[src/pkg/cat_pkg.sv]
/*
 * Shared constants of the counter array timebase: register addresses,
 * mode register fields, timebase select codes and divide ratios.
 * Assumes an 8-bit special function register port on the core side.
 */
package cat_pkg;

   // Register addresses on the special function register port
   localparam logic [7:0] CAT_ADDR_LOW   = 8'he9;
   localparam logic [7:0] CAT_ADDR_HIGH  = 8'hf9;
   localparam logic [7:0] CAT_ADDR_MODE  = 8'hd9;

   // Mode register field positions
   localparam int CAT_MODE_IRQ_EN    = 0;
   localparam int CAT_MODE_SEL_LSB   = 1;
   localparam int CAT_MODE_SEL_MSB   = 3;
   localparam int CAT_MODE_OVF       = 6;
   localparam int CAT_MODE_IDLE_STOP = 7;

   // Reset values and the counter maximum
   localparam logic [7:0]  CAT_MODE_RESET  = 8'h00;
   localparam logic [15:0] CAT_COUNT_RESET = 16'h0000;
   localparam logic [15:0] CAT_COUNT_MAX   = 16'hffff;
   localparam logic [7:0]  CAT_RDATA_ZERO  = 8'h00;

   // Timebase select codes
   localparam logic [2:0] CAT_SEL_DIV12  = 3'h0;
   localparam logic [2:0] CAT_SEL_DIV4   = 3'h1;
   localparam logic [2:0] CAT_SEL_T0OVF  = 3'h2;
   localparam logic [2:0] CAT_SEL_EXTIN  = 3'h3;
   localparam logic [2:0] CAT_SEL_SYSTEM_CLOCK = 3'h4;
   localparam logic [2:0] CAT_SEL_EXTOSC = 3'h5;

   // Divide ratios
   localparam int CAT_SYS_DIV_SLOW = 12;
   localparam int CAT_SYS_DIV_FAST = 4;
   localparam int CAT_EXT_DIV      = 8;

   typedef logic [2:0] cat_sel_t;

endpackage

[src/design/cat_prescale.sv]
/*
 * System clock prescaler: one-cycle enable pulses at the system clock
 * divided by the slow and the fast ratio.
 * Assumes the slow ratio is a multiple of the fast ratio.
 */
`timescale 1ns/100ps
module cat_prescale #(
   parameter int DIV_SLOW = cat_pkg::CAT_SYS_DIV_SLOW,
   parameter int DIV_FAST = cat_pkg::CAT_SYS_DIV_FAST
) (
   // Clock and reset
   input  wire logic sys_clk,
   input  wire logic rstn,
   // Enable pulses
   output logic      tick_slow,
   output logic      tick_fast
);
   import cat_pkg::*;

   localparam int CW = $clog2(DIV_SLOW);
   localparam logic [CW-1:0] LAST_SLOW = CW'(DIV_SLOW - 1);
   localparam logic [CW-1:0] FAST_MASK = CW'(DIV_FAST - 1);
   localparam logic [CW-1:0] ZERO      = '0;
   localparam logic [CW-1:0] ONE       = CW'(1);

   logic [CW-1:0] phase;
   wire           wrap_slow = (phase == LAST_SLOW);
   wire           wrap_fast = ((phase & FAST_MASK) == FAST_MASK);
   wire [CW-1:0]  next_phase = wrap_slow ? ZERO : phase + ONE;

   always_ff @(posedge sys_clk or negedge rstn) begin
      if (!rstn) begin
         phase     <= '0;
         tick_slow <= 1'b0;
         tick_fast <= 1'b0;
      end else begin
         phase     <= next_phase;
         tick_slow <= wrap_slow;
         tick_fast <= wrap_fast;
      end
   end
endmodule

[src/design/cat_extdiv.sv]
/*
 * External oscillator divider: synchronises the oscillator into the
 * system clock domain and pulses once every DIV of its rising edges.
 * Assumes the oscillator is well below half the system clock rate.
 */
`timescale 1ns/100ps
module cat_extdiv #(
   parameter int DIV = cat_pkg::CAT_EXT_DIV
) (
   // Clock and reset
   input  wire logic sys_clk,
   input  wire logic rstn,
   // Oscillator in, divided pulse out
   input  wire logic ext_osc,
   output logic      tick
);
   import cat_pkg::*;

   localparam int DW = $clog2(DIV);
   localparam logic [DW-1:0] LAST = DW'(DIV - 1);
   localparam logic [DW-1:0] ONE  = DW'(1);

   logic          sync_a;
   logic          sync_b;
   logic          sync_c;
   logic [DW-1:0] edges;
   wire           rise      = sync_b & ~sync_c;
   wire           last_edge = rise & (edges == LAST);

   // Second stage only feeds the edge detector; first stage stays private
   always_ff @(posedge sys_clk or negedge rstn) begin
      if (!rstn) begin
         sync_a <= 1'b0;
         sync_b <= 1'b0;
         sync_c <= 1'b0;
         edges  <= '0;
         tick   <= 1'b0;
      end else begin
         sync_a <= ext_osc;
         sync_b <= sync_a;
         sync_c <= sync_b;
         if (rise)
            edges <= edges + ONE;
         tick <= last_edge;
      end
   end
endmodule

[src/design/cat_top.sv]
/*
 * Counter array timebase: a 16-bit free-running up-counter seen as two
 * byte registers plus a mode register on the special function register
 * port, with a coherent-read snapshot of the high byte, a selectable
 * count source, an overflow flag and its interrupt request.
 * Assumes the register port is synchronous to sys_clk, read and write
 * strobes last one cycle, and all pin inputs except ext_osc are synchronous.
 */
// Functional notes
// - 16-bit up-counter exposed as low byte and high byte registers.
// - Low byte read latches high byte; next high read returns that latch.
// - Reads of either byte never disturb counting.
// - Select 000 system_clock/12, 001 system_clock/4, 010 timer0 overflow, 100 system_clock.
// - Select 011 counts external input falling edges, max system_clock/4.
// - Select 101 counts external oscillator/8, synchronised to system_clock.
// - Wrap from all ones to zero sets the overflow flag.
// - Interrupt request only while overflow flag and its enable are set.
// - Flag not cleared by interrupt vectoring; software clears it.
// - Idle-stop clear: counter keeps running in idle mode.
`timescale 1ns/100ps
module cat_top (
   // Clock and reset
   input  wire logic       sys_clk,
   input  wire logic       rstn,

   // Register port
   input  wire logic [7:0] sfr_addr,
   input  wire logic       sfr_rd,
   input  wire logic       sfr_wr,
   input  wire logic [7:0] sfr_wdata,
   output logic      [7:0] sfr_rdata,

   // Count sources
   input  wire logic       timer0_overflow,
   input  wire logic       external_count_input,
   input  wire logic       ext_osc,

   // Power state
   input  wire logic       cpu_idle,

   // Status and request
   output logic [15:0]     count_value,
   output logic            overflow_flag,
   output logic            overflow_irq
);
   import cat_pkg::*;

   // Mode register fields
   logic       overflow_irq_enable;
   logic       idle_stop_control;
   cat_sel_t   timebase_select;

   // Snapshot of the high byte and its validity
   logic [7:0] snapshot;
   logic       snapshot_armed;

   // External input history for edge detection
   logic       ext_in_prev;

   // Prescaler and oscillator pulses
   logic       tick_div12;
   logic       tick_div4;
   logic       tick_extosc;

   // Address decode
   wire hit_low  = (sfr_addr == CAT_ADDR_LOW);
   wire hit_high = (sfr_addr == CAT_ADDR_HIGH);
   wire hit_mode = (sfr_addr == CAT_ADDR_MODE);

   wire rd_low   = sfr_rd & hit_low;
   wire rd_high  = sfr_rd & hit_high;
   wire rd_mode  = sfr_rd & hit_mode;
   wire wr_low   = sfr_wr & hit_low;
   wire wr_high  = sfr_wr & hit_high;
   wire wr_mode  = sfr_wr & hit_mode;

   // Prescaler for the divided system clock sources
   cat_prescale #(
      .DIV_SLOW (CAT_SYS_DIV_SLOW),
      .DIV_FAST (CAT_SYS_DIV_FAST)
   ) u_prescale (
      .sys_clk   (sys_clk),
      .rstn      (rstn),
      .tick_slow (tick_div12),
      .tick_fast (tick_div4)
   );

   cat_extdiv #(
      .DIV (CAT_EXT_DIV)
   ) u_extdiv (
      .sys_clk (sys_clk),
      .rstn    (rstn),
      .ext_osc (ext_osc),
      .tick    (tick_extosc)
   );

   // Falling edge of external input
   // Input assumed no faster than system_clock/4, so one sample per level suffices
   wire ext_fall = ext_in_prev & ~external_count_input;

   logic source_tick;
   always_comb begin
      case (timebase_select)
         CAT_SEL_DIV12:  source_tick = tick_div12;
         CAT_SEL_DIV4:   source_tick = tick_div4;
         CAT_SEL_T0OVF:  source_tick = timer0_overflow;
         CAT_SEL_EXTIN:  source_tick = ext_fall;
         CAT_SEL_SYSTEM_CLOCK: source_tick = 1'b1;
         CAT_SEL_EXTOSC: source_tick = tick_extosc;
         default:        source_tick = 1'b0;
      endcase
   end

   wire idle_hold = cpu_idle & idle_stop_control;
   wire count_en  = source_tick & ~idle_hold;

   // Next count value
   // A byte write wins over a count in the same cycle
   wire [15:0] count_inc  = count_value + 16'h0001;
   wire [15:0] next_count = wr_low  ? {count_value[15:8], sfr_wdata} :
                            wr_high ? {sfr_wdata, count_value[7:0]} :
                            count_en ? count_inc : count_value;

   wire wrap = count_en & ~wr_low & ~wr_high & (count_value == CAT_COUNT_MAX);

   // Flag clears only by software write; wrap wins over the clear
   wire next_flag = wrap | (wr_mode ? sfr_wdata[CAT_MODE_OVF] : overflow_flag);

   wire next_irq_enable = wr_mode ? sfr_wdata[CAT_MODE_IRQ_EN] : overflow_irq_enable;
   wire next_irq        = next_flag & next_irq_enable;

   // Mode register read image
   wire [7:0] mode_image = {idle_stop_control,
                            overflow_flag,
                            2'b00,
                            timebase_select,
                            overflow_irq_enable};

   // Reads touch only the read path
   wire [7:0] high_view  = snapshot_armed ? snapshot : count_value[15:8];
   wire [7:0] next_rdata = rd_low  ? count_value[7:0] :
                           rd_high ? high_view :
                           rd_mode ? mode_image :
                           CAT_RDATA_ZERO;

   wire next_armed = rd_low | (snapshot_armed & ~rd_high);

   always_ff @(posedge sys_clk or negedge rstn) begin
      if (!rstn)
         count_value <= CAT_COUNT_RESET;
      else
         count_value <= next_count;
   end

   always_ff @(posedge sys_clk or negedge rstn) begin
      if (!rstn) begin
         overflow_flag <= 1'b0;
         overflow_irq  <= 1'b0;
      end else begin
         overflow_flag <= next_flag;
         overflow_irq  <= next_irq;
      end
   end

   // Mode register control fields
   always_ff @(posedge sys_clk or negedge rstn) begin
      if (!rstn) begin
         overflow_irq_enable <= CAT_MODE_RESET[CAT_MODE_IRQ_EN];
         idle_stop_control   <= CAT_MODE_RESET[CAT_MODE_IDLE_STOP];
         timebase_select     <= CAT_MODE_RESET[CAT_MODE_SEL_MSB:CAT_MODE_SEL_LSB];
      end else if (wr_mode) begin
         overflow_irq_enable <= sfr_wdata[CAT_MODE_IRQ_EN];
         idle_stop_control   <= sfr_wdata[CAT_MODE_IDLE_STOP];
         timebase_select     <= sfr_wdata[CAT_MODE_SEL_MSB:CAT_MODE_SEL_LSB];
      end
   end

   // Snapshot latch on low byte read
   always_ff @(posedge sys_clk or negedge rstn) begin
      if (!rstn) begin
         snapshot       <= CAT_RDATA_ZERO;
         snapshot_armed <= 1'b0;
      end else begin
         snapshot_armed <= next_armed;
         if (rd_low)
            snapshot <= count_value[15:8];
      end
   end

   // Read data register
   always_ff @(posedge sys_clk or negedge rstn) begin
      if (!rstn)
         sfr_rdata <= CAT_RDATA_ZERO;
      else
         sfr_rdata <= next_rdata;
   end

   // External input history
   // Reset high so a pin already low at release is seen as a falling edge
   always_ff @(posedge sys_clk or negedge rstn) begin
      if (!rstn)
         ext_in_prev <= 1'b1;
      else
         ext_in_prev <= external_count_input;
   end

endmodule

[config.mk]
export PLATFORM = sky130hd
export DESIGN_NAME = cat_top
export DESIGN_NICKNAME = d
export VERILOG_FILES = /design/src/pkg/cat_pkg.sv /design/src/design/cat_prescale.sv /design/src/design/cat_extdiv.sv /design/src/design/cat_top.sv
export SDC_FILE = /design/constraint.sdc
export NUM_CORES = 1
export LEC_CHECK = 0
export BUFFER_PORTS_ARGS = -buffer_cell sky130_fd_sc_hd__buf_2
export CAP_MARGIN = 20
export CORE_UTILIZATION = 40
export DETAILED_ROUTE_END_ITERATION = 6
export GPL_ROUTABILITY_DRIVEN = 0
export PLACE_DENSITY_LB_ADDON = 0.08
export SLEW_MARGIN = 10
export SYNTH_ARGS = -nofsm -noshare
export SYNTH_HDL_FRONTEND = slang
export SYNTH_HIERARCHICAL = 1
export SYNTH_SLANG_ARGS = --single-unit
[constraint.sdc]
create_clock -name sys_clk -period 4.2 [get_ports sys_clk]
set_input_delay 0.84 -clock sys_clk [delete_from_list [all_inputs] [get_ports sys_clk]]
set_output_delay 0.84 -clock sys_clk [all_outputs]
set_load 0.01 [all_outputs]
==> Yosys cells after proc, flatten, opt, wreduce, memory -nomap -nowiden <==
Index checks and enable logic that the tools add are counted.
{ "word_totals": {"regBits": 54, "elab_cells": 75} }
{ "op_classes": {"addsub": 3, "eq_ne": 13, "muxes": 11, "n_bitwise": 24, "reduce_logical": 5} }
{ "op_table": {"columns": ["op", "n"], "rows": [
  ["$mux W8", 5],
  ["$mux W16", 2],
  ["$eq A8 B8 Y1 const B", 3],
  ["$add A16 B1 Y16 const B", 1],
  ["$and A1 B1 Y1", 16],
  ["$eq A16 B16 Y1 const B", 1],
  ["$eq A3 B3 Y1 const B", 3],
  ["$eq A3 B2 Y1 const B", 2],
  ["$not A1 Y1", 6],
  ["$pmux W1 S6", 1],
  ["$add A4 B1 Y4 const B", 1],
  ["$eq A4 B4 Y1 const B", 1],
  ["$mux W4", 1],
  ["$reduce_and A2 Y1", 2],
  ["$reduce_bool A2 Y1", 2],
  ["$add A3 B1 Y3 const B", 1],
  ["$eq A3 B1 Y1 const B", 1],
  ["$logic_not A3 Y1", 1],
  ["$eq A2 B2 Y1 const B", 1],
  ["$mux W1", 2],
  ["$ne A2 B2 Y1 const B", 1],
  ["$or A1 B1 Y1", 2]
]} }

==> Depth between registers and ports, before layout <==
Gate-level depths: netlist (run 1).
{ "depth": {"word_depth": 9, "depth_mapped": 7, "ltp_nobuf": 6} }

==> By module <==
The synthesis (run 1) kept the hierarchy.
{ "by_module_without_submodules": {"columns": ["mod", "instances", "cells_per_inst", "area_per_inst_um2"], "rows": [
  ["cat_top", 1, 222, 2199.6],
  ["cat_extdiv", 1, 14, 260.2],
  ["cat_prescale", 1, 16, 230.2]
]} }

==> Worst setup path before layout (run 1) <==
Ideal clock, no wire load.
{ "synth_path": {"path_kind": "input-to-reg", "startpoint": "input sfr_addr[1]", "endpoint": "register snapshot[0]", "t_arrival_ps": 2179, "required_time_ps": 4075, "setup_slack_ps": 1896, "cell_stages": 5, "n_path_buf": 1, "cell_sequence": "and4b_1 > nand3_1 > nor3b_1 > buf_2 > mux2_2"} }
{ "synth_between": {"elab_chain_len": 2} }
{ "synth_lines": {"columns": ["item", "line_no", "text"], "rows": [
  ["from (decl)", "cat_top.sv:27", "input wire logic [7:0] sfr_addr,"],
  ["$eq A8 B8 Y1", "cat_top.sv:66", "wire hit_low = (sfr_addr == CAT_ADDR_LOW);"],
  ["$and A1 B1 Y1", "cat_top.sv:70", "wire rd_low = sfr_rd & hit_low;"],
  ["to (signal assigned)", "cat_top.sv:186", "snapshot <= count_value[15:8];"],
  ["to (decl)", "cat_top.sv:54", "logic [7:0] snapshot;"]
]} }
No other way between the ends.
A chain may end at the register's enable or synchronous reset.

==> Final worst setup path (run 1) <==
{ "layout_path": {"startpoint": "input external_count_input", "endpoint": "register count_value[11]"} }
{ "layout_between": {"elab_chain_len": 6} }
{ "layout_lines": {"columns": ["item", "line_no", "text"], "rows": [
  ["from (decl)", "cat_top.sv:35", "input wire logic external_count_input,"],
  ["$not A1 Y1", "cat_top.sv:99", "wire ext_fall = ext_in_prev & ~external_count_input;"],
  ["$and A1 B1 Y1", "cat_top.sv:99", null],
  ["$pmux W1 S6", "cat_top.sv:103", "case (timebase_select)"],
  ["$and A1 B1 Y1", "cat_top.sv:115", "wire count_en = source_tick & ~idle_hold;"],
  ["$reduce_bool A2 Y1 (no source line)", null, null],
  ["$reduce_and A2 Y1 (no source line)", null, null],
  ["to (signal assigned)", "cat_top.sv:152", "count_value <= next_count;"],
  ["to (decl)", "cat_top.sv:42", "output logic [15:0] count_value,"]
]} }
No other way between the ends.

==> results of run 1 <==
-- area by class of cell --
cell class                 count  area [um2]  share of cell area
inverter                       4        15.0             0.00488
multi-input combinational    183        1270               0.413
clock buffer                   5        68.8              0.0223
tap                           77        96.3              0.0313
clock inverter                 2        15.0             0.00488
sequential                    54        1350               0.439
timing repair buffer          51         260              0.0845
-- logic make-up (layout without fill, tap and decap cells) --
| group | after synthesis | in the layout | share of synthesized area |
|---|---|---|---|
| flops | 54 | 54 | 0.503 |
| mux | 29 | 29 | 0.120 |
| simple gates | 98 | 98 | 0.198 |
| compound gates | 51 | 51 | 0.133 |
| fa+ha+maj | 4 | 4 | 0.0186 |
| xor+xnor | 1 | 1 | 0.00326 |
| buf+inv | 15 | 62 | 0.0246 |
-- power by group --
part / internal (uW) / switching, uW
combinational: 125 / 134
clock: 114 / 168
sequential: 579 / 87.8
total: 819 / 389
-- worst max-delay path by stage --
stage                                    start                           to  slack (ps)
final                     external_count_input  count_value[11]$_DFFE_PN0P_        1850
after CTS                 external_count_input  count_value[11]$_DFFE_PN0P_        1840
after detailed placement  external_count_input       overflow_irq$_DFF_PN0_        1500
after global placement    external_count_input       overflow_irq$_DFF_PN0_        1530
after global routing      external_count_input   count_value[0]$_DFFE_PN0P_        1720
after floorplan                    sfr_addr[1]      snapshot[0]$_DFFE_PN0P_        1900
-- flip-flops by register name, summed over array words and instances, names as in the netlist --
register              flops
u_extdiv/sync_a           1
overflow_irq_enable       1
u_extdiv/edges            3
u_extdiv/sync_c           1
snapshot                  8
snapshot_armed            1
u_prescale/tick_slow      1
u_extdiv/sync_b           1
idle_stop_control         1
overflow_flag             1
u_extdiv/tick             1
u_prescale/tick_fast      1
sfr_rdata                 8
count_value              16
overflow_irq              1
ext_in_prev               1
u_prescale/phase          4
timebase_select           3
-- routing by layer --
layer / GRT usage / vias to the layer above / part of all wire
li1: - / 1033 / -
met2: 0.328 / 59 / 0.46
met1: 0.285 / 1066 / 0.48
met5: 0 / - / 0
met4: 0.0580 / 0 / 0.014
met3: 0.0376 / 8 / 0.049
-- metrics by stage --
stage | setup slack [ps] | utilization | cell area (um2) | total power (uW)
after floorplan | 1900 | - | 2690 | 819
after global placement | 1530 | 0.466 | 3000 | 933
after detailed placement | 1500 | 0.466 | 3000 | 938
after CTS | 1840 | 0.479 | 3080 | 1220
after global routing | 1720 | 0.479 | 3080 | 1280
final | 1850 | 0.479 | 3080 | 1210
-- critical path, delay by kind of cell --
family,cells,cell delay (ps)
buffers and inverters,1,110
AND/OR/NAND/NOR,2,700
AO/OA/AOI/OAI,3,930
-- layout by cell type, fill, tap and decap left out, types with 3 or more instances in the layout --
cell,count
dfrtp_1,53
buf_2,49
nand2_1,21
nor2_1,17
mux2i_1,13
mux2_2,13
a21oi_1,10
nand3_1,9
nor2b_1,7
a22oi_1,7
nor3_1,7
nand4_1,5
nand2b_1,5
and3_1,5
clkbuf_8,5
inv_1,4
o21ai_0,4
and4_1,4
a211oi_1,4
or4_1,4
ha_1,4
a31oi_1,3
o211ai_1,3
mux2_4,3
==> impl_metrics.json, run 1 <==
{
  "critPathArrivalTime_ps": 2580,
  "via_per_inst": 5.76,
  "yosysTopAreaCell": "dfrtp_1",
  "grt_start_max_net_pins": 55,
  "critPathMaxStageDelay_ps": 560,
  "violations": "DRC",
  "yosys.cell_count.top_type": "dfrtp_1",
  "n_fill_cell": 601,
  "synth_enable_flop_cells": 0,
  "die_h_um": 84.0,
  "min_period_over_period": 0.560,
  "setup.worst_path.start_class": "primary input",
  "peakVddDrop_mv": 0.255,
  "cts_buffers": 5,
  "cts-root-buf": "clkbuf_8",
  "dp_hpwl_um": 4760,
  "pwr_density_cell_nw_per_um2": 392,
  "syn_inst": 252,
  "cts.htree.levels": 2,
  "cp_cell_sequence": "buf_2 -> nand3b_1 -> a32o_1 -> a211o_1 -> or4_1 -> a31oi_1",
  "yosysWarnings": 6,
  "ys_seq_elements": 54,
  "min_from": "u_extdiv/sync_a$_DFF_PN0_",
  "nets": 327,
  "drive_above_1_share": 0.261,
  "whs_ps": 354,
  "worstSkewPairLatency_ps": 310,
  "cp_max_fo": 24,
  "yosys-top-cells-area": "dfrtp_1 49%, mux2_2 5.4%, mux2i_1 4.8%, nand2_1 2.9%, nor2_1 2.4%",
  "slew_headroom": 0.441,
  "synth.distinct_cells": 52,
  "hold_viol": 0,
  "max_freq_mhz": 425,
  "rsz0062_at_grt": "no",
  "grt_pass1_wl_um": 11200,
  "grt_util_all_layers": 0.205,
  "chipWidth_um": 84.0,
  "cts-resized-gates": 0,
  "finalSetupViolations": 0,
  "antenna_found_initial": 0,
  "io_pins": 50,
  "drt_wl_total_um": 6660,
  "rrSetupSlack_ps": 2000,
  "drv_slew": 0,
  "drt_iter0_markers": 125,
  "cp-end-kind": "flip-flop",
  "cts_tree": "built",
  "clkTransAtPathRegs_ps": 100,
  "synthArstFlopShare": 1.00,
  "num_rows": 29,
  "area_growth_pct": 14.5,
  "postCtsSetupRepairBufs": 0,
  "synth_top_cells_by_count": "53 x dfrtp_1, 21 x nand2_1, 17 x nor2_1, 13 x mux2_2, 13 x mux2i_1",
  "drv_cap": 0,
  "cp_slowest_cell": "or4_1",
  "worst_pin_slew_ps": 834,
  "overflow": 0,
  "finalSetupTns_ps": 0,
  "syn_area_um2": 2690,
  "clkSinkCount": 54,
  "fin_cells": 376,
  "avgSynthCellArea_um2": 10.7,
  "r2r_end": "count_value[11]$_DFFE_PN0P_",
  "hold-path-cell-count": 0,
  "postSynth.topFlopCell": "dfrtp_1",
  "min_to": "u_extdiv/sync_b$_DFF_PN0_",
  "hp-class": "flip-flop to flip-flop",
  "dp_cells": 369,
  "antenna_cells": 0,
  "vias": 2166,
  "synth_fp_nets": 280,
  "synth_top_area_frac": 0.493,
  "antenna_left": 0,
  "wl_per_cell_um": 17.7,
  "die-area_um2": 7060,
  "required_ps": 4430,
  "r2r_cells": 5,
  "clock_skew_ps": 6.66,
  "leakage_uw": 0.00140,
  "r2r_start": "timebase_select[0]$_DFFE_PN0P_",
  "grt_pass1_vias": 2161,
  "cts_buffer_depth": 2,
  "drc_errors": 10,
  "core-area_um2": 6420,
  "dr.pass1.iters": 7,
  "seq_area_frac_synth": 0.503,
  "status": "finished with violations",
  "io_buffers": 49,
  "critical_path_class": "primary input to flip-flop",
  "fin_crit_ps": 2350,
  "cts_hold_buf": 0,
  "initial_core_util": 0.419
}
Note: power is estimated with default switching activity, not from simulation.
==> run 2, diff against run 1 <==
==> constraint.sdc (replaced) <==
create_clock -name sys_clk -period 2.45 [get_ports sys_clk]
set_input_delay 0.49 -clock sys_clk [delete_from_list [all_inputs] [get_ports sys_clk]]
set_output_delay 0.49 -clock sys_clk [all_outputs]
set_load 0.01 [all_outputs]
==> run 2 against run 1 <==
  * The flow still finishes with violations (DRC)
  * Cell count increased by 2.7%
  * Critical path type is now flip-flop to flip-flop
  * First-iteration DRC count increased by 33%
  * Worst hold slack got worse by 250 ps
  * Highest routed layer unchanged
  * Setup slack got worse by 1400 ps
  * Critical path depth unchanged
  * Routed wire length increased by 1.1%
==> impl_metrics.json, run 2 (same netlist as run 1, synthesis figures left out) <==
{
  "finalSetupTns_ps": 0,
  "multi_input_area_um2": 1270,
  "antenna_cells": 0,
  "io_buffers": 49,
  "critical_path_class": "flip-flop to flip-flop",
  "rsz0062_at_grt": "no",
  "cts_buffers": 5,
  "hp-class": "primary input to async pin",
  "drv_slew": 0,
  "finalSetupViolations": 0,
  "worst_pin_slew_ps": 489,
  "cts_buffer_depth": 2,
  "layout_common_cells": "53 x dfrtp_1, 49 x buf_2, 21 x nand2_1",
  "overflow": 0,
  "final_common_cell": "dfrtp_1",
  "vias": 2206,
  "cp_max_fo": 7,
  "min_period_over_period": 0.828,
  "max_freq_mhz": 493,
  "worstSkewPairLatency_ps": 320,
  "grt_pass1_wl_um": 11200,
  "antenna_found_initial": 0,
  "antenna_left": 0,
  "dr.pass1.iters": 6,
  "grt_util_all_layers": 0.205,
  "cts-root-buf": "clkbuf_8",
  "slew_headroom": 0.674,
  "chipWidth_um": 84.0,
  "leakage_uw": 0.00146,
  "nets": 336,
  "regMostFlops": "count_value",
  "area_growth_pct": 18.0,
  "cts.htree.levels": 2,
  "clock_skew_ps": 12.3,
  "clkTransAtPathRegs_ps": 110,
  "drive_above_1_share": 0.282,
  "via_per_inst": 5.72,
  "status": "finished with violations",
  "drv_cap": 0,
  "cts-resized-gates": 0,
  "cp-end-kind": "flip-flop",
  "grt_pass1_vias": 2169,
  "core-area_um2": 6420,
  "reg_top3": "count_value (16), sfr_rdata (8), snapshot (8)",
  "initial_core_util": 0.419,
  "required_ps": 2680,
  "largest_reg_flops": 16,
  "grt_start_max_net_pins": 22,
  "violations": "DRC",
  "die-area_um2": 7060,
  "n_fill_cell": 592,
  "pwr_density_cell_nw_per_um2": 695,
  "postCtsSetupRepairBufs": 0,
  "cts_tree": "built",
  "regArea_um2": 1350,
  "critPathArrivalTime_ps": 2260,
  "hold_viol": 0,
  "drt_wl_total_um": 6730,
  "die_h_um": 84.0,
  "peakVddDrop_mv": 0.421,
  "cts_hold_buf": 0,
  "drt_iter0_markers": 166,
  "io_pins": 50,
  "fin_crit_ps": 2030,
  "drc_errors": 9,
  "num_rows": 29,
  "wl_per_cell_um": 17.4,
  "clkSinkCount": 54,
  "setup.worst_path.start_class": "flip-flop",
  "power_uw": 2200,
  "dp_hpwl_um": 4980
}
## run 2: cell count changes in the layout (fill, tap and decap cells not counted), sizes merged
cell / before / now
bufinv: 0 / 1
buf: 51 / 60
clkinvlp: 2 / 1
clkbuf: 5 / 6
## run 2: worst paths after layout
| check | start | to | slack (ps) | cells after the start |
|---|---|---|---|---|
| max | count_value[1]$_DFFE_PN0P_ | overflow_irq$_DFF_PN0_ | 420 | 6 |
| min | rstn | sfr_rdata[6]$_DFF_PN0_ | 110 | 1 |
| max reg2reg | count_value[1]$_DFFE_PN0P_ | overflow_irq$_DFF_PN0_ | 420 | 6 |
| min reg2reg | u_extdiv/sync_a$_DFF_PN0_ | u_extdiv/sync_b$_DFF_PN0_ | 350 | 0 |
| max in group asynchronous | rstn | count_value[5]$_DFFE_PN0P_ | 1740 | 2 |
| min in group sys_clk | external_count_input | ext_in_prev$_DFF_PN1_ | 280 | 1 |
## run 2: layout make-up
type / count / area share
flip-flops and latches: 54 / 0.426
multi-input cells: 183 / 0.401
repair buffers: 60 / 0.103
well taps: 77 / 0.0304
clock buffers: 6 / 0.0229
clock inverters: 2 / 0.0118
inverters: 4 / 0.00473
## run 2: critical path: stages, from the launching register on
cell	delay (ps)
dfrtp_1	480
ha_1	220
and3_1	220
nand4_1	150
nand2b_1	290
or3_1	400
a21boi_0	180
## run 2: layer usage
metal | vias to the layer above | global-route usage | part of all wire
met1 | 1069 | 0.285 | 0.49
met5 | - | 0 | 0
met3 | 11 | 0.0346 | 0.039
met2 | 71 | 0.326 | 0.46
met4 | 0 | 0.0674 | 0.014
li1 | 1055 | - | -
## run 2: where the power goes
part           internal (uW)  switching [uW]  total, uW
Clock                    305             299        605
Sequential               993             153       1150
Combinational            224             230        454
Total                   1520             682       2200
## run 2: stage by stage
| step | instance area [um2] | setup WS [ps] | util | hold WS, ps | cells |
|---|---|---|---|---|---|
| 2_1_floorplan | 2690 | 496 | - | 194 | 252 |
| 3_3_place_gp | 3060 | 299 | 0.477 | 333 | 378 |
| 3_5_place_dp | 3060 | 276 | 0.477 | 336 | 378 |
| 4_1_cts | 3170 | 419 | 0.494 | 127 | 386 |
| 5_1_grt | 3170 | 277 | 0.494 | 141 | 386 |
| 6_report | 3170 | 420 | 0.494 | 107 | 386 |
==> run 3, diff against run 2 <==
--- a/config.mk
+++ b/config.mk
@@ -5,6 +5,7 @@
 export SDC_FILE = /design/constraint.sdc
 export NUM_CORES = 1
 export LEC_CHECK = 0
+export ABC_AREA = 1
 export BUFFER_PORTS_ARGS = -buffer_cell sky130_fd_sc_hd__buf_2
 export CAP_MARGIN = 20
 export CORE_UTILIZATION = 40
==> constraint.sdc (replaced) <==
create_clock -name sys_clk -period 2.05 [get_ports sys_clk]
set_input_delay 0.41 -clock sys_clk [delete_from_list [all_inputs] [get_ports sys_clk]]
set_output_delay 0.41 -clock sys_clk [all_outputs]
set_load 0.01 [all_outputs]
==> run 3 against run 2 <==
  * The run now ends clean
  * Sequential share of layout area is 2.7 points lower
  * Fmax is 19% higher
  * Combinational power is 88% higher
  * Power is 37% higher
  * Largest power group unchanged
  * Largest cell class unchanged
  * Cell count is 40% higher
  * Non-clock buffer count stayed put
  * Flip-flop and latch count stayed put
  * Cell area is 6.7% higher
  * Sequential power is 23% higher
==> impl_metrics.json, run 3 <==
{
  "status": "finished clean",
  "r2r_end": "overflow_irq$_DFF_PN0_",
  "max_freq_mhz": 585,
  "drt_wl_total_um": 7560,
  "critical_path.endpoint": "overflow_irq$_DFF_PN0_",
  "grt_util_all_layers": 0.222,
  "met1_usage": 0.313,
  "drt_iter0_markers": 125,
  "grt_pass1_wl_um": 12700,
  "rsz0062_at_grt": "no",
  "dp_hpwl_um": 5890,
  "ys_seq_elements": 54,
  "synth_top_area_frac": 0.466,
  "grt_use_met3": 0.0314,
  "r2r_cells": 9,
  "critical_path_class": "flip-flop to flip-flop",
  "grt_start_max_net_pins": 21,
  "critPathArrivalTime_ps": 1960,
  "slew_headroom": 0.740,
  "yosys-top-cells-area": "dfrtp_1 47%, nand2_1 18%, nand3_1 6.9%, inv_1 4.9%, o21ai_0 4.6%",
  "layout_common_cells": "139 x nand2_1, 53 x dfrtp_1, 49 x buf_2",
  "io_pins": 50,
  "antenna_left": 0,
  "hp-class": "primary input to flip-flop",
  "post-route-util": 0.496,
  "synth.distinct_cells": 24,
  "die-area_um2": 7460,
  "avgSynthCellArea_um2": 7.43,
  "finalSetupViolations": 0,
  "leakage_uw": 0.00180,
  "cp-end-kind": "flip-flop",
  "worst_pin_slew_ps": 389,
  "pwr_density_cell_nw_per_um2": 892,
  "yosysWarnings": 6,
  "initial_core_util": 0.417,
  "seq_area_frac_synth": 0.475,
  "clkSinkCount": 54,
  "grt_pass1_vias": 2624,
  "synth_enable_flop_cells": 0,
  "synth_fp_nets": 411,
  "num_rows": 30,
  "die_h_um": 86.4,
  "largest_reg_flops": 16,
  "postSynth.topFlopCell": "dfrtp_1",
  "nets": 472,
  "drv_cap": 0,
  "io_buffers": 49,
  "fin_crit_ps": 1710,
  "syn_area_um2": 2850,
  "drv_slew": 0,
  "hold-path-cell-count": 1,
  "cts.htree.levels": 2,
  "wl_per_cell_um": 14.0,
  "rrSetupSlack_ps": 340,
  "clock_skew_ps": 4.37,
  "vias": 2639,
  "antenna_found_initial": 0,
  "cp_max_fo": 6,
  "use_met2": 0.349,
  "cts_buffer_depth": 2,
  "chipWidth_um": 86.4,
  "syn_inst": 383,
  "min_period_over_period": 0.834,
  "synthArstFlopShare": 1.00,
  "required_ps": 2300,
  "final_common_cell": "nand2_1",
  "via_per_inst": 4.88,
  "yosys.cell_count.top_type": "nand2_1",
  "drive_above_1_share": 0.184,
  "synth_top_cells_by_count": "139 x nand2_1, 53 x dfrtp_1, 39 x nand3_1, 37 x inv_1, 31 x nor2_1",
  "cts_tree": "built",
  "regMostFlops": "count_value",
  "core-area_um2": 6830,
  "antenna_cells": 0,
  "r2r_start": "count_value[1]$_DFFE_PN0P_",
  "yosysTopAreaCell": "dfrtp_1",
  "finalSetupTns_ps": 0,
  "startpoint": "count_value[1]$_DFFE_PN0P_",
  "setup.worst_path.start_class": "flip-flop",
  "postCtsSetupRepairBufs": 0,
  "area_growth_pct": 18.9,
  "reg_top3": "count_value (16), sfr_rdata (8), snapshot (8)",
  "dr.pass1.iters": 4,
  "cts_buffers": 5,
  "worstSkewPairLatency_ps": 310,
  "drc_errors": 0,
  "hold_viol": 0,
  "overflow": 0,
  "busiest_layer": "met2",
  "cts-root-buf": "clkbuf_8",
  "clkTransAtPathRegs_ps": 100,
  "cts-resized-gates": 0,
  "peakVddDrop_mv": 0.494
}
[run 3: cell count changes after synthesis, moves of 13 or more]
cell     before  now
inv_1         4   37
mux2i_1      13    0
nand2_1      21  139
nand3_1       9   39
nor2_1       17   31
o21ai_0       4   26
[run 3: worst min path at each step]
stage / startpoint / slack (ps) / endpoint
2_1_floorplan: rstn / 110 / count_value[0]$_DFFE_PN0P_
3_3_place_gp: u_extdiv/sync_a$_DFF_PN0_ / 330 / u_extdiv/sync_b$_DFF_PN0_
3_5_place_dp: rstn / 340 / u_extdiv/edges[0]$_DFFE_PN0P_
4_1_cts: external_count_input / 180 / ext_in_prev$_DFF_PN1_
5_1_grt: external_count_input / 170 / ext_in_prev$_DFF_PN1_
6_report: external_count_input / 190 / ext_in_prev$_DFF_PN1_
[run 3: repair_timing]
action | in CTS | in global routing
endpoints found under the hold margin | 13 | 0
hold buffers | 1 | 0
endpoints found under the setup margin | 0 | 0
[run 3: stage by stage]
step	total power [uW]	instances	worst slack (ps)	hold WS (ps)	area, um2
2_1_floorplan	1900	383	577	114	2850
3_3_place_gp	2280	532	242	333	3260
4_1_cts	3050	541	332	185	3390
5_1_grt	3250	541	168	173	3390
3_5_place_dp	2300	532	207	337	3260
6_report	3020	541	340	191	3390
[run 3: worst max-delay path, stage by stage (launching register included)]
cell and delay (ps):
dfrtp_1 500, ha_1 210, nand2_1 90, nor2_1 250, nand2_1 100, nor2_1 110, nand3_1 110, nor2_1 130
nor2_1 70, nor2_1 80
[run 3: layer usage]
| layer | vias up | part of all wire |
|---|---|---|
| met2 | 73 | 0.45 |
| met1 | 1205 | 0.47 |
| li1 | 1352 | - |
| met3 | 9 | 0.055 |
| met5 | - | 0 |
| met4 | 0 | 0.016 |
[run 3: cells by family (layout without fill, tap and decap cells)]
| kind of cell | Yosys count | count (layout) | synth area share |
|---|---|---|---|
| xor gates and xnor gates | 5 | 5 | 0.0154 |
| adders and majority gates | 4 | 4 | 0.0176 |
| DFF | 54 | 54 | 0.475 |
| buffers and inverters | 44 | 106 | 0.0585 |
| muxes | 2 | 2 | 0.00791 |
| and+or+nand+nor | 228 | 228 | 0.342 |
| AOI/OAI and AO/OA | 46 | 46 | 0.0835 |
[run 3: layout make-up]
type                       instances  area (um2)
inverter                          38         143
timing repair buffer              60         330
sequential                        54        1350
clock buffer                       5        68.8
fill                             717        3450
multi-input combinational        285        1330
tap                               96         120
clock inverter                     3        43.8
[run 3: where the power goes]
part	leakage [uW]	switching (uW)	internal [uW]
logic	0.00103	518	335
clock network	0.0000585	376	367
registers	0.000706	214	1210
total	0.00180	1110	1910
